## src/rtl/mrr_pkg.sv

```systemverilog
// Package of constants for the mode-register readout path
package mrr_pkg;

  // ==========================================================
  // Register addresses (8-bit mode-register address space)
  // ==========================================================
  localparam logic [7:0] ADDR_TEMP_STATUS = 8'h04;
  localparam logic [7:0] ADDR_TRAIN_A     = 8'h20;
  localparam logic [7:0] ADDR_TRAIN_B     = 8'h28;

  // ==========================================================
  // Calibration patterns, bit time 0 in bit 0
  // ==========================================================
  localparam logic [3:0] PATTERN_A = 4'h5;
  localparam logic [3:0] PATTERN_B = 4'hC;

  // ==========================================================
  // Burst and command timing, reset and fill values
  // ==========================================================
  localparam int         BURST_BEATS    = 4;
  localparam int         CMD_PERIOD_CYC = 2;
  localparam logic [7:0] TEMP_RESET     = 8'h03;
  localparam logic [7:0] UNDEF_FILL     = 8'h00;

  // Sensor update interval and its cycle count (longest time, rounds down)
  localparam longint SENSOR_INTERVAL_MS = 32;
  localparam longint CLK_PERIOD_PS      = 10000;
  localparam longint SENSOR_INTERVAL_CYC =
    (SENSOR_INTERVAL_MS * 64'd1000000000) / CLK_PERIOD_PS;

  // Command decoder states
  typedef enum logic [1:0]
  {
    ST_IDLE  = 2'b00,
    ST_FALL  = 2'b01,
    ST_WAIT  = 2'b10,
    ST_BURST = 2'b11
  } rd_state_t;

endpackage : mrr_pkg

```

## src/rtl/mode_reg_readout.sv

```systemverilog
// Mode-register read path: command decode, readout burst, strobes
//
// What the document asks of this block and its controller
// CS low, CA3..0 = 1000 decodes read
// Address from CA1f..0f and CA9r..4r
// Falling bits form the address top
// Register data on DQ7..0 first beat
// Later beats of ordinary reads undefined
// DQ8 and above undefined whole burst of ordinary reads
// All strobe pairs toggle during burst
// Readout burst is four beats fixed
// Controller never interrupts a readout; bench dup reads send a second read into the busy window
// Command period two cycles, only no-ops
// Reserved or write-only reads give undefined
// Controller spaces read to write
// Controller spaces read to mode write
// Controller spaces read burst to readout
// Controller spaces write burst to readout
// Terminated bursts use effective length
// Temperature status refreshed within 32 ms
// Status fresh after self refresh exit
// Controller polls temperature often enough
// Pattern A is 1,0,1,0
// Pattern B is 0,0,1,1
// Pattern on DQ0, 8, 16, 24
// Other lines copy line 0
// Controller reads patterns only when idle
// Readout allowed with banks active
`timescale 1ns/1ps
`default_nettype none

module mode_reg_readout
  import mrr_pkg::*;
#(
  parameter int     DQ_WIDTH     = 32,
  parameter int     READ_LATENCY = 3,
  parameter longint SENSOR_CYC   = SENSOR_INTERVAL_CYC
)
(
  input  wire logic                  sys_clk,
  input  wire logic                  srst,
  input  wire logic                  chip_select_n,
  input  wire logic [9:0]            command_address,
  input  wire logic [9:0]            command_address_fall,
  input  wire logic                  banks_active,
  input  wire logic [7:0]            sensor_code,
  input  wire logic                  wake_event,
  input  wire logic                  cfg_wr_en,
  input  wire logic [7:0]            cfg_wr_addr,
  input  wire logic [7:0]            cfg_wr_data,
  output var  logic [DQ_WIDTH-1:0]   dq_out,
  output var  logic                  dq_oe,
  output var  logic [DQ_WIDTH/8-1:0] dqs_t,
  output var  logic [DQ_WIDTH/8-1:0] dqs_c,
  output var  logic                  dqs_oe,
  output var  logic                  bank_active_state
);

  localparam int LANES = DQ_WIDTH / 8;

  // ==========================================================
  // Command decode
  // ==========================================================
  // Rising-edge half of a mode-register read
  wire is_read_cmd = !chip_select_n
                   && (command_address[3:0] == 4'b1000);

  rd_state_t   state;        // Decoder state
  rd_state_t   next_state;   // Next decoder state
  logic [5:0]  rise_bits;    // Rising-edge address bits kept for the falling half
  logic [7:0]  sel_addr;     // Selected register address
  logic [7:0]  lat_cnt;      // Latency counter to first beat
  logic [1:0]  beat;         // Current data beat
  logic        pat_a;        // Reading pattern A
  logic        pat_b;        // Reading pattern B
  logic        reg_is_temp;  // Reading temperature status

  // Full address: falling bits above rising bits
  wire [7:0] full_addr = {command_address_fall[1:0], rise_bits}; // see

  // ==========================================================
  // Register sources
  // ==========================================================
  logic [7:0] temp_status;   // Temperature status value
  logic [7:0] store_data;    // Other register contents

  temp_sampler #(
    .INTERVAL_CYC (SENSOR_CYC)
  ) u_temp (
    .sys_clk     (sys_clk),
    .srst        (srst),
    .sensor_code (sensor_code),
    .wake_event  (wake_event),
    .status      (temp_status)
  );

  mode_reg_store #(
    .DEPTH (256)
  ) u_store (
    .sys_clk (sys_clk),
    .srst    (srst),
    .wr_en   (cfg_wr_en),
    .wr_addr (cfg_wr_addr),
    .wr_data (cfg_wr_data),
    .rd_addr (sel_addr),
    .rd_data (store_data)
  );

  // ==========================================================
  // State transitions
  // ==========================================================
  wire lat_done   = (lat_cnt == 8'(READ_LATENCY - 1));
  wire burst_last = (beat == 2'(BURST_BEATS - 1));

  always_comb
  begin
    next_state = state;
    case (state)
      ST_IDLE:
        if (is_read_cmd)
          next_state = ST_FALL;
      ST_FALL:
        // Second command cycle; only no-ops accepted until burst ends
        next_state = ST_WAIT;
      ST_WAIT:
        if (lat_done)
          next_state = ST_BURST;
      ST_BURST:
        if (burst_last)
          next_state = ST_IDLE;
      default:
        next_state = ST_IDLE;
    endcase
  end

  // State register
  always_ff @(posedge sys_clk)
  begin
    if (srst)
      state <= ST_IDLE;
    else
      state <= next_state;
  end

  // Address capture
  always_ff @(posedge sys_clk)
  begin
    if (srst)
    begin
      rise_bits <= 6'h00;
      sel_addr  <= 8'h00;
    end
    else if (state == ST_IDLE && is_read_cmd)
      rise_bits <= command_address[9:4];
    else if (state == ST_FALL)
      sel_addr <= full_addr;
  end

  // Latency and beat counters
  always_ff @(posedge sys_clk)
  begin
    if (srst || state != ST_WAIT)
      lat_cnt <= 8'h00;
    else
      lat_cnt <= lat_cnt + 8'h01;
  end

  always_ff @(posedge sys_clk)
  begin
    if (srst || state != ST_BURST)
      beat <= 2'b00;
    else
      beat <= beat + 2'b01;
  end

  // ==========================================================
  // Data selection
  // ==========================================================
  assign pat_a       = (sel_addr == ADDR_TRAIN_A);
  assign pat_b       = (sel_addr == ADDR_TRAIN_B);
  assign reg_is_temp = (sel_addr == ADDR_TEMP_STATUS);

  // Serial pattern bit for this beat
  wire pat_bit = pat_a ? PATTERN_A[beat]
                       : PATTERN_B[beat];
  wire is_pat  = pat_a || pat_b;

  // Register byte: only valid on first beat
  wire [7:0] reg_byte = reg_is_temp ? temp_status : store_data;
  wire [7:0] low_byte = (beat == 2'b00) ? reg_byte
                                        : UNDEF_FILL;

  // Whole bus value for the next beat
  logic [DQ_WIDTH-1:0] next_dq;
  always_comb
  begin
    next_dq = '0;
    if (is_pat)
    begin
      for (int i = 0; i < LANES; i++)
        next_dq[i*8 +: 8] = {8{pat_bit}}; // see
    end
    else
      next_dq[7:0] = low_byte;
  end

  // ==========================================================
  // Output drivers
  // ==========================================================
  wire in_burst = (state == ST_BURST);

  // Data and enable
  always_ff @(posedge sys_clk)
  begin
    if (srst)
    begin
      dq_out <= '0;
      dq_oe  <= 1'b0;
    end
    else
    begin
      dq_out <= in_burst ? next_dq : '0;
      dq_oe  <= in_burst;
    end
  end

  // Strobes toggle once per beat for the whole burst
  always_ff @(posedge sys_clk)
  begin
    if (srst)
    begin
      dqs_t  <= '0;
      dqs_c  <= '1;
      dqs_oe <= 1'b0;
    end
    else if (in_burst)
    begin
      dqs_t  <= {LANES{~beat[0]}};
      dqs_c  <= {LANES{beat[0]}};
      dqs_oe <= 1'b1;
    end
    else
    begin
      dqs_t  <= '0;
      dqs_c  <= '1;
      dqs_oe <= 1'b0;
    end
  end

  // Bank state is untouched by a readout
  always_ff @(posedge sys_clk)
  begin
    if (srst)
      bank_active_state <= 1'b0;
    else
      bank_active_state <= banks_active;
  end

endmodule // mode_reg_readout

`default_nettype wire

```

## src/rtl/mode_reg_store.sv

```systemverilog
// Small mode-register storage with registered read data
`timescale 1ns/1ps
`default_nettype none

module mode_reg_store
  import mrr_pkg::*;
#(
  parameter int DEPTH = 256
)
(
  input  wire logic       sys_clk,
  input  wire logic       srst,
  input  wire logic       wr_en,
  input  wire logic [7:0] wr_addr,
  input  wire logic [7:0] wr_data,
  input  wire logic [7:0] rd_addr,
  output var  logic [7:0] rd_data
);

  logic [7:0] mem [DEPTH];   // Register contents
  logic [DEPTH-1:0] valid;   // Location holds readable data

  // Write port and registered read
  always_ff @(posedge sys_clk)
  begin
    if (wr_en)
      mem[wr_addr] <= wr_data;
    if (srst)
    begin
      valid   <= '0;
      rd_data <= UNDEF_FILL;
    end
    else
    begin
      if (wr_en)
        valid[wr_addr] <= 1'b1;
      // Unwritten (reserved) locations read as fill value
      rd_data <= valid[rd_addr] ? mem[rd_addr] : UNDEF_FILL;
    end
  end

endmodule // mode_reg_store

`default_nettype wire

```

## src/rtl/temp_sampler.sv

```systemverilog
// Temperature status holder refreshed at the sensor interval
`timescale 1ns/1ps
`default_nettype none

module temp_sampler
  import mrr_pkg::*;
#(
  parameter longint INTERVAL_CYC = SENSOR_INTERVAL_CYC
)
(
  input  wire logic       sys_clk,
  input  wire logic       srst,
  input  wire logic [7:0] sensor_code,
  input  wire logic       wake_event,
  output var  logic [7:0] status
);

  // ==========================================================
  // Interval counter
  // ==========================================================
  logic [31:0] tick_cnt;   // Cycles since last update
  wire         tick_due = (tick_cnt >= 32'(INTERVAL_CYC - 1));

  // Update on interval or on wake so status is never stale
  always_ff @(posedge sys_clk)
  begin
    if (srst)
    begin
      tick_cnt <= 32'h0;
      status   <= TEMP_RESET;
    end
    else if (tick_due || wake_event) // see
    begin
      tick_cnt <= 32'h0;
      status   <= sensor_code;
    end
    else
    begin
      tick_cnt <= tick_cnt + 32'h1;
    end
  end

endmodule // temp_sampler

`default_nettype wire

```

## config.mk

```make
export PLATFORM = sky130hd
export DESIGN_NAME = mode_reg_readout
export DESIGN_NICKNAME = d
export VERILOG_FILES = /design/src/rtl/mrr_pkg.sv /design/src/rtl/mode_reg_readout.sv /design/src/rtl/mode_reg_store.sv /design/src/rtl/temp_sampler.sv
export SDC_FILE = /design/constraint.sdc
export NUM_CORES = 2
export LEC_CHECK = 0
export ABC_AREA = 1
export BUFFER_PORTS_ARGS = -buffer_cell sky130_fd_sc_hd__clkbuf_2
export CAP_MARGIN = 20
export CORE_ASPECT_RATIO = 1.4
export CORE_MARGIN = 10
export CORE_UTILIZATION = 50
export DETAILED_ROUTE_END_ITERATION = 8
export HOLD_SLACK_MARGIN = 0.1
export PLACE_DENSITY_LB_ADDON = 0.25
export SLEW_MARGIN = 40
export SYNTH_ARGS = -nofsm -noshare
export SYNTH_HDL_FRONTEND = slang
export SYNTH_SLANG_ARGS = --single-unit
```

## constraint.sdc

```tcl
create_clock -name sys_clk -period 2.1 [get_ports sys_clk]
set_input_delay 0.21 -clock sys_clk [delete_from_list [all_inputs] [get_ports sys_clk]]
set_output_delay 0.21 -clock sys_clk [all_outputs]
set_load 0.02 [all_outputs]
```

# Word level (Yosys, flattened, before mapping)
# Memories as Yosys holds them, arrays and structs flattened. A register that Yosys moved wholly into a read port is not among the register bits.
# Index checks and enable logic that the tools add are counted.
# classes
n_addsub	3
order_cmp	5
eq_ne	14
muxes	19
bitwise_logic	6
n_reduce_logical	16
# op_table
operator	count
$or 256x256->256	1
$add 32x1->32 const B	1
$ge 32x22->1 const B	1
$mux 8	3
$lt 8x9->1 const B	2
$eq 8x6->1 const B	2
$ne 2x2->1 const B	5
$add 8x1->8 const B	1
$bmux 1 s8	1
$demux 1 s8	1
$eq 8x2->1 const B	1
$eq 8x3->1 const B	1
$ge 8x1->1 const B	1
$mux 1	8
$pmux 2 s4	1
$eq 2x2->1 const B	3
$mux 2	3
$reduce_or 2->1	3
$not 1->1	5
$bmux 1 s2	2
$eq 4x4->1 const B	1
$logic_not 2->1	2
$logic_or 1x1->1	4
$logic_and 1x1->1	3
other kinds (7)	7
# word_totals
ff_bits	336
mem_bits_rw	2048
output_inout_bits	43
word_cells	79
memories	1
# mem_list
name	depth	width	read_ports	rd_clocked_by_memory_dff	wr	line	rtl
u_store.mem	256	8	1	1	1	mode_reg_store.sv:20	logic [7:0] mem [DEPTH];

# Depth between registers and ports, before layout
# depth
depth_word	5
ltp_mapped	20

# Hierarchy
# Synthesis repeated with hierarchy kept, for this count alone.
# hier_totals
hier_cells	8875
hier_area_um2	96836.6
# by_module_without_submodules
mod	instances	cells_per_inst	area_each_um2	seq_area_each_um2
mode_reg_store	1	8384	93144.3	66784.1
mode_reg_readout	1	247	1924.3	760.7
temp_sampler	1	244	1767.9	800.8

# Least setup slack after synthesis
# Ideal clock, no wire load.
# synth_timing
kind	flip-flop to flip-flop
startpoint	reg u_temp.tick_cnt[0]
endpoint	reg u_temp.tick_cnt[17]
setup_time_ps	80
arrival_ps	1811
t_required_ps	2020
slack_ps	209
stages_incl_launch_ff	12
n_path_buf	1
cell_sequence	dfxtp_1 -> ha_1 -> nand2_1 -> nor2_1 -> nand2_1 -> nor3_2 -> o21ai_0 -> a21oi_1 -> o21bai_2 -> nand3_1 -> buf_2 -> nor3b_1
# synth_between
elab_chain_cells	3
# synth_rtl
element	line	rtl
from (decl)	temp_sampler.sv:21	logic [31:0] tick_cnt;
from (signal assigned)	temp_sampler.sv:39	tick_cnt <= tick_cnt + 32'h1;
$ge 32x22->1	temp_sampler.sv:22	wire tick_due = (tick_cnt >= 32'(INTERVAL_CYC - 1));
$logic_or 1x1->1	temp_sampler.sv:32	else if (tick_due || wake_event)
$reduce_or 2->1 (no source line)	-	
# Several ways; a longest one is shown, not always the timed one.
# A chain may end at the register's enable or synchronous reset.

# Worst setup path after layout
# layout_timing
startpoint	reg sel_addr[0]
endpoint	reg u_store.rd_data[6], read port of u_store.mem
# layout_between
elab_chain_cells	4
# layout_rtl
element	line	rtl
from (decl)	mode_reg_readout.sv:71	logic [7:0] sel_addr;
from (signal assigned)	mode_reg_readout.sv:156	sel_addr <= full_addr;
$bmux 1 s8	mode_reg_store.sv:38	rd_data <= valid[rd_addr] ? mem[rd_addr] : UNDEF_FILL;
$mux 1 (implied by the code)	mode_reg_store.sv:38	
$not 1->1 (no source line)	-	
$reduce_or 2->1 (no source line)	-	
to (decl)	mode_reg_store.sv:17	output var logic [7:0] rd_data
# Several ways; a longest one is shown, not always the timed one. The select of a mux whose other input is x is not followed.

==> impl_metrics.yaml <==
setup_path:
  cp_cell_sequence: "buf_12 -> buf_16 -> buf_16 -> o21ai_0 -> o211ai_1 -> nand3_1 -> nand2_1 -> nand2_1 -> nand2_1 -> o21ai_0 -> buf_4 -> nand2_1 -> nand2_1 -> nor2_1"
  cpLargestDelayFamily: "simple AND/OR/NAND/NOR gates"
  cp_num_buf_inv: 4
  critPathRequiredTime_ns: 2.93
  slowest_stage: "dfxtp_4"
  arrival_ns: 3.43
  critPathMostFrequentCell: "nand2_1"
  cp_slowest_stage_delay_ns: 0.39
  worstSetupPathType: "reg -> reg"
  crit_fanout: 24
  start_kind: "flop"
  critPathCaptureType: "flop"
sta:
  clock.fmax_mhz: 383.4
  tightestPinTransition_ns: 0.9456
  fin_crit_sh_pct: 124.2
  fin_skew_ns: 0.05374
  period_needed_ns: 2.608
  finalHoldViolCount: 0
  slew_viol_final: 0
  rsz0062_at_grt: "true"
  tns_ns: -6.497
  relSlewSlack_pct: 36.96
  fin_ws_ns: -0.5079
  setup_violations: 17
synthesis:
  async_flop_share_pct: 0
  yosys.area.top_type: "edfxtp_1"
  synthCells: 9165
  synth_area_per_cell_um2: 10.66
  synth_top_area_share_pct: 62.95
  yosysSeqAreaShare_pct: 69.96
  netlist_top_cells_area: "edfxtp_1 (63%), nor2_1 (10%), dfxtp_1 (7.0%)"
  synth_edf_count: 2048
  synth-seq-cells: 2390
  synth_area_um2: 97690
  synth-main-ff-cell: "edfxtp_1"
  ys.warnings.count: 0
  synth.distinct_cells: 41
clock_tree:
  insertion_delay_ns: 0.89
  clkSinkCount: 2390
  cts_buffers: 219
  cts.reportedPaths.clkPinSlew_ns: 0.07
  tritoncts: "done"
  clk_path_buf_depth: 3
  root_buffer: "clkbuf_16"
  htree_num_levels: 4
outcome:
  violations: "negative setup slack"
  outcome: "complete, but fails checks"
placement:
  hpwl_um: 182000
  numPortBuffers: 84
  place_ws_ns: -0.6299
  gp_congestion: 0.9108
power:
  pwr-share-clk_pct: 31.4
  leakagePower_nw: 43.06
  switching_share_pct: 32.95
  p_sw_mw: 44.04
  power.density_nw_per_um2: 1147
  combPwrFrac_pct: 29.7
  ir_worst_vdd_mv: 1.065
  p_seq_share_pct: 38.9
  p_int_mw: 89.61
routing:
  wirelength_um: 290400
  drc: 0
  drt_iter0_drc: 7737
  wl_per_cell_um: 22.89
  drtPass1Iterations: 8
  ant_nets: 0
  vias: 70770
  avgViaCountPerCell: 5.578
final_layout:
  fillers: 15380
  syn2layout_area_growth_pct: 19.29
  final-seq-area_um2: 68370
  multi_input_area_um2: 25380
  num-nets-final: 9939
  drive_gt1_share_pct: 14.88
  utilization_pct: 60.13
grt:
  gr-total-overflow: 0
  grt_pass1_wl_um: 425600
  antenna_found_initial: 7
  grt_use_total_pct: 26.07
  first_global_vias: 69490
  grt_max_degree: 119
die:
  ios: 93
  die_h_um: 543
  rows: 191
  coreArea_um2: 193800
  dieWidth_um: 393.6
  initial_core_util_pct: 50.40
  die-area_um2: 213700
min_path:
  hold_class: "in -> reg"
flow_run:
  cap_violations: 0
==> Yosys cell counts, types with 30 or more instances <==
cell	n
nor2_1	2655
buf_1	52
dfxtp_1	342
nand2_1	1298
o22ai_1	32
o211ai_1	149
nand3_1	414
buf_4	124
o21ai_1	60
clkbuf_1	234
edfxtp_1	2048
buf_6	30
buf_2	136
a21oi_1	101
o21ai_0	1048
inv_1	355
==> sequential cells by signal, indices dropped and copies added (netlist names), 2 cells and up <==
register         cells
dq_out               9
beat                 2
lat_cnt              8
u_store.valid      256
state                2
rise_bits            6
u_temp.status        8
sel_addr             8
u_store.mem       2048
u_store.rd_data      8
u_temp.tick_cnt     32
==> logic make-up (layout without fill, tap and decap cells) <==
group	after synthesis	in the layout	share of synthesized area, %
mux	7	7	0.08069
compound gates	1400	1400	7.622
buf+inv	936	1838	4.489
xor+xnor	16	16	0.1434
fa+ha+maj	10	10	0.1281
simple gates	4405	4405	17.57
other cells	1	16	0.003839
flops	2390	2390	69.96
==> stage by stage <==
stage / cell area, um^2 / hold slack, ns / power, mW / std cells
global route: 116500 / 0.1597 / 138.6 / 12680
finish: 116500 / 0.1759 / 133.7 / 12690
detailed placement: 107000 / 0.4080 / 89.46 / 12170
floorplan: 97720 / 0.3089 / 72.74 / 9174
global placement: 107000 / 0.4061 / 89.13 / 12170
CTS: 115900 / 0.1022 / 132.6 / 12660
==> final cells by class <==
cell class | count | area share [%]
Timing Repair Buffer | 1060 | 8.980
Clock inverter | 142 | 1.445
Timing Repair inverter | 1 | 0.007516
Antenna cell | 6 | 0.01288
Inverter | 359 | 1.189
Sequential cell | 2390 | 58.67
Clock buffer | 276 | 5.121
Tap cell | 2605 | 2.797
Multi-Input combinational cell | 5848 | 21.78
==> power groups by stage <==
| stage | Clock [mW] | Sequential, mW | Combinational (mW) |
|---|---|---|---|
| after global placement | 0 | 53.0 | 36.1 |
| after global routing | 44.3 | 52.0 | 42.4 |
| final | 42.0 | 52.0 | 39.6 |
| after floorplan | 0 | 52.8 | 20.0 |
| after detailed placement | 0 | 53.0 | 36.4 |
| after CTS | 42.4 | 52.0 | 38.2 |
==> cells in the final DEF, fill, tap and decap left out, types with 37 or more instances in the layout <==
cell type and instances:
dlygate4sd3_1 47, clkinv_2 47, o211ai_1 149, buf_12 140, inv_1 347, dfxtp_1 333
o21ai_0 1036, nor2_1 2636, clkbuf_2 75, edfxtp_1 2048, clkbuf_16 230, a21oi_1 96
nand3_1 391, buf_4 735, o21ai_1 68, nand2_2 37, nand2_1 1261
==> final timing paths <==
kind	start	to	slack (ns)	cells after the start
max	sel_addr[0]	u_store.rd_data[6]	-0.51	14
min	sensor_code[4]	u_temp.status[4]	0.18	4
max reg2reg	sel_addr[0]	u_store.rd_data[6]	-0.51	14
min reg2reg	u_temp.tick_cnt[0]	u_temp.tick_cnt[0]	0.42	1
==> metal layers <==
metal | track usage, % | up-vias | part of all wire, % | wire [um]
met5 | 0 | - | 0.0072 | 21
met4 | 15.64 | 4 | 6.7 | 19320
met3 | 3.995 | 758 | 7.6 | 21980
met2 | 44.85 | 3231 | 49 | 143500
met1 | 30.90 | 34290 | 36 | 105600
li1 | - | 32480 | - | -
==> timing repair <==
action                                  4_1_cts  5_1_grt
setup buffers                                16       15
pin swaps                                     8       16
resized for setup                            83       82
cloned                                       11        8
endpoints found under the setup margin       43       55
hold buffers                                 47        0
endpoints found under the hold margin      2321        0
==> tightest hold or removal path, stage by stage <==
cell and delay (ns):
dlygate4sd3_1 0.53, clkbuf_2 0.11, nand2_1 0.08, a21oi_1 0.08
No activity file was read; power rests on OpenSTA's default activity.
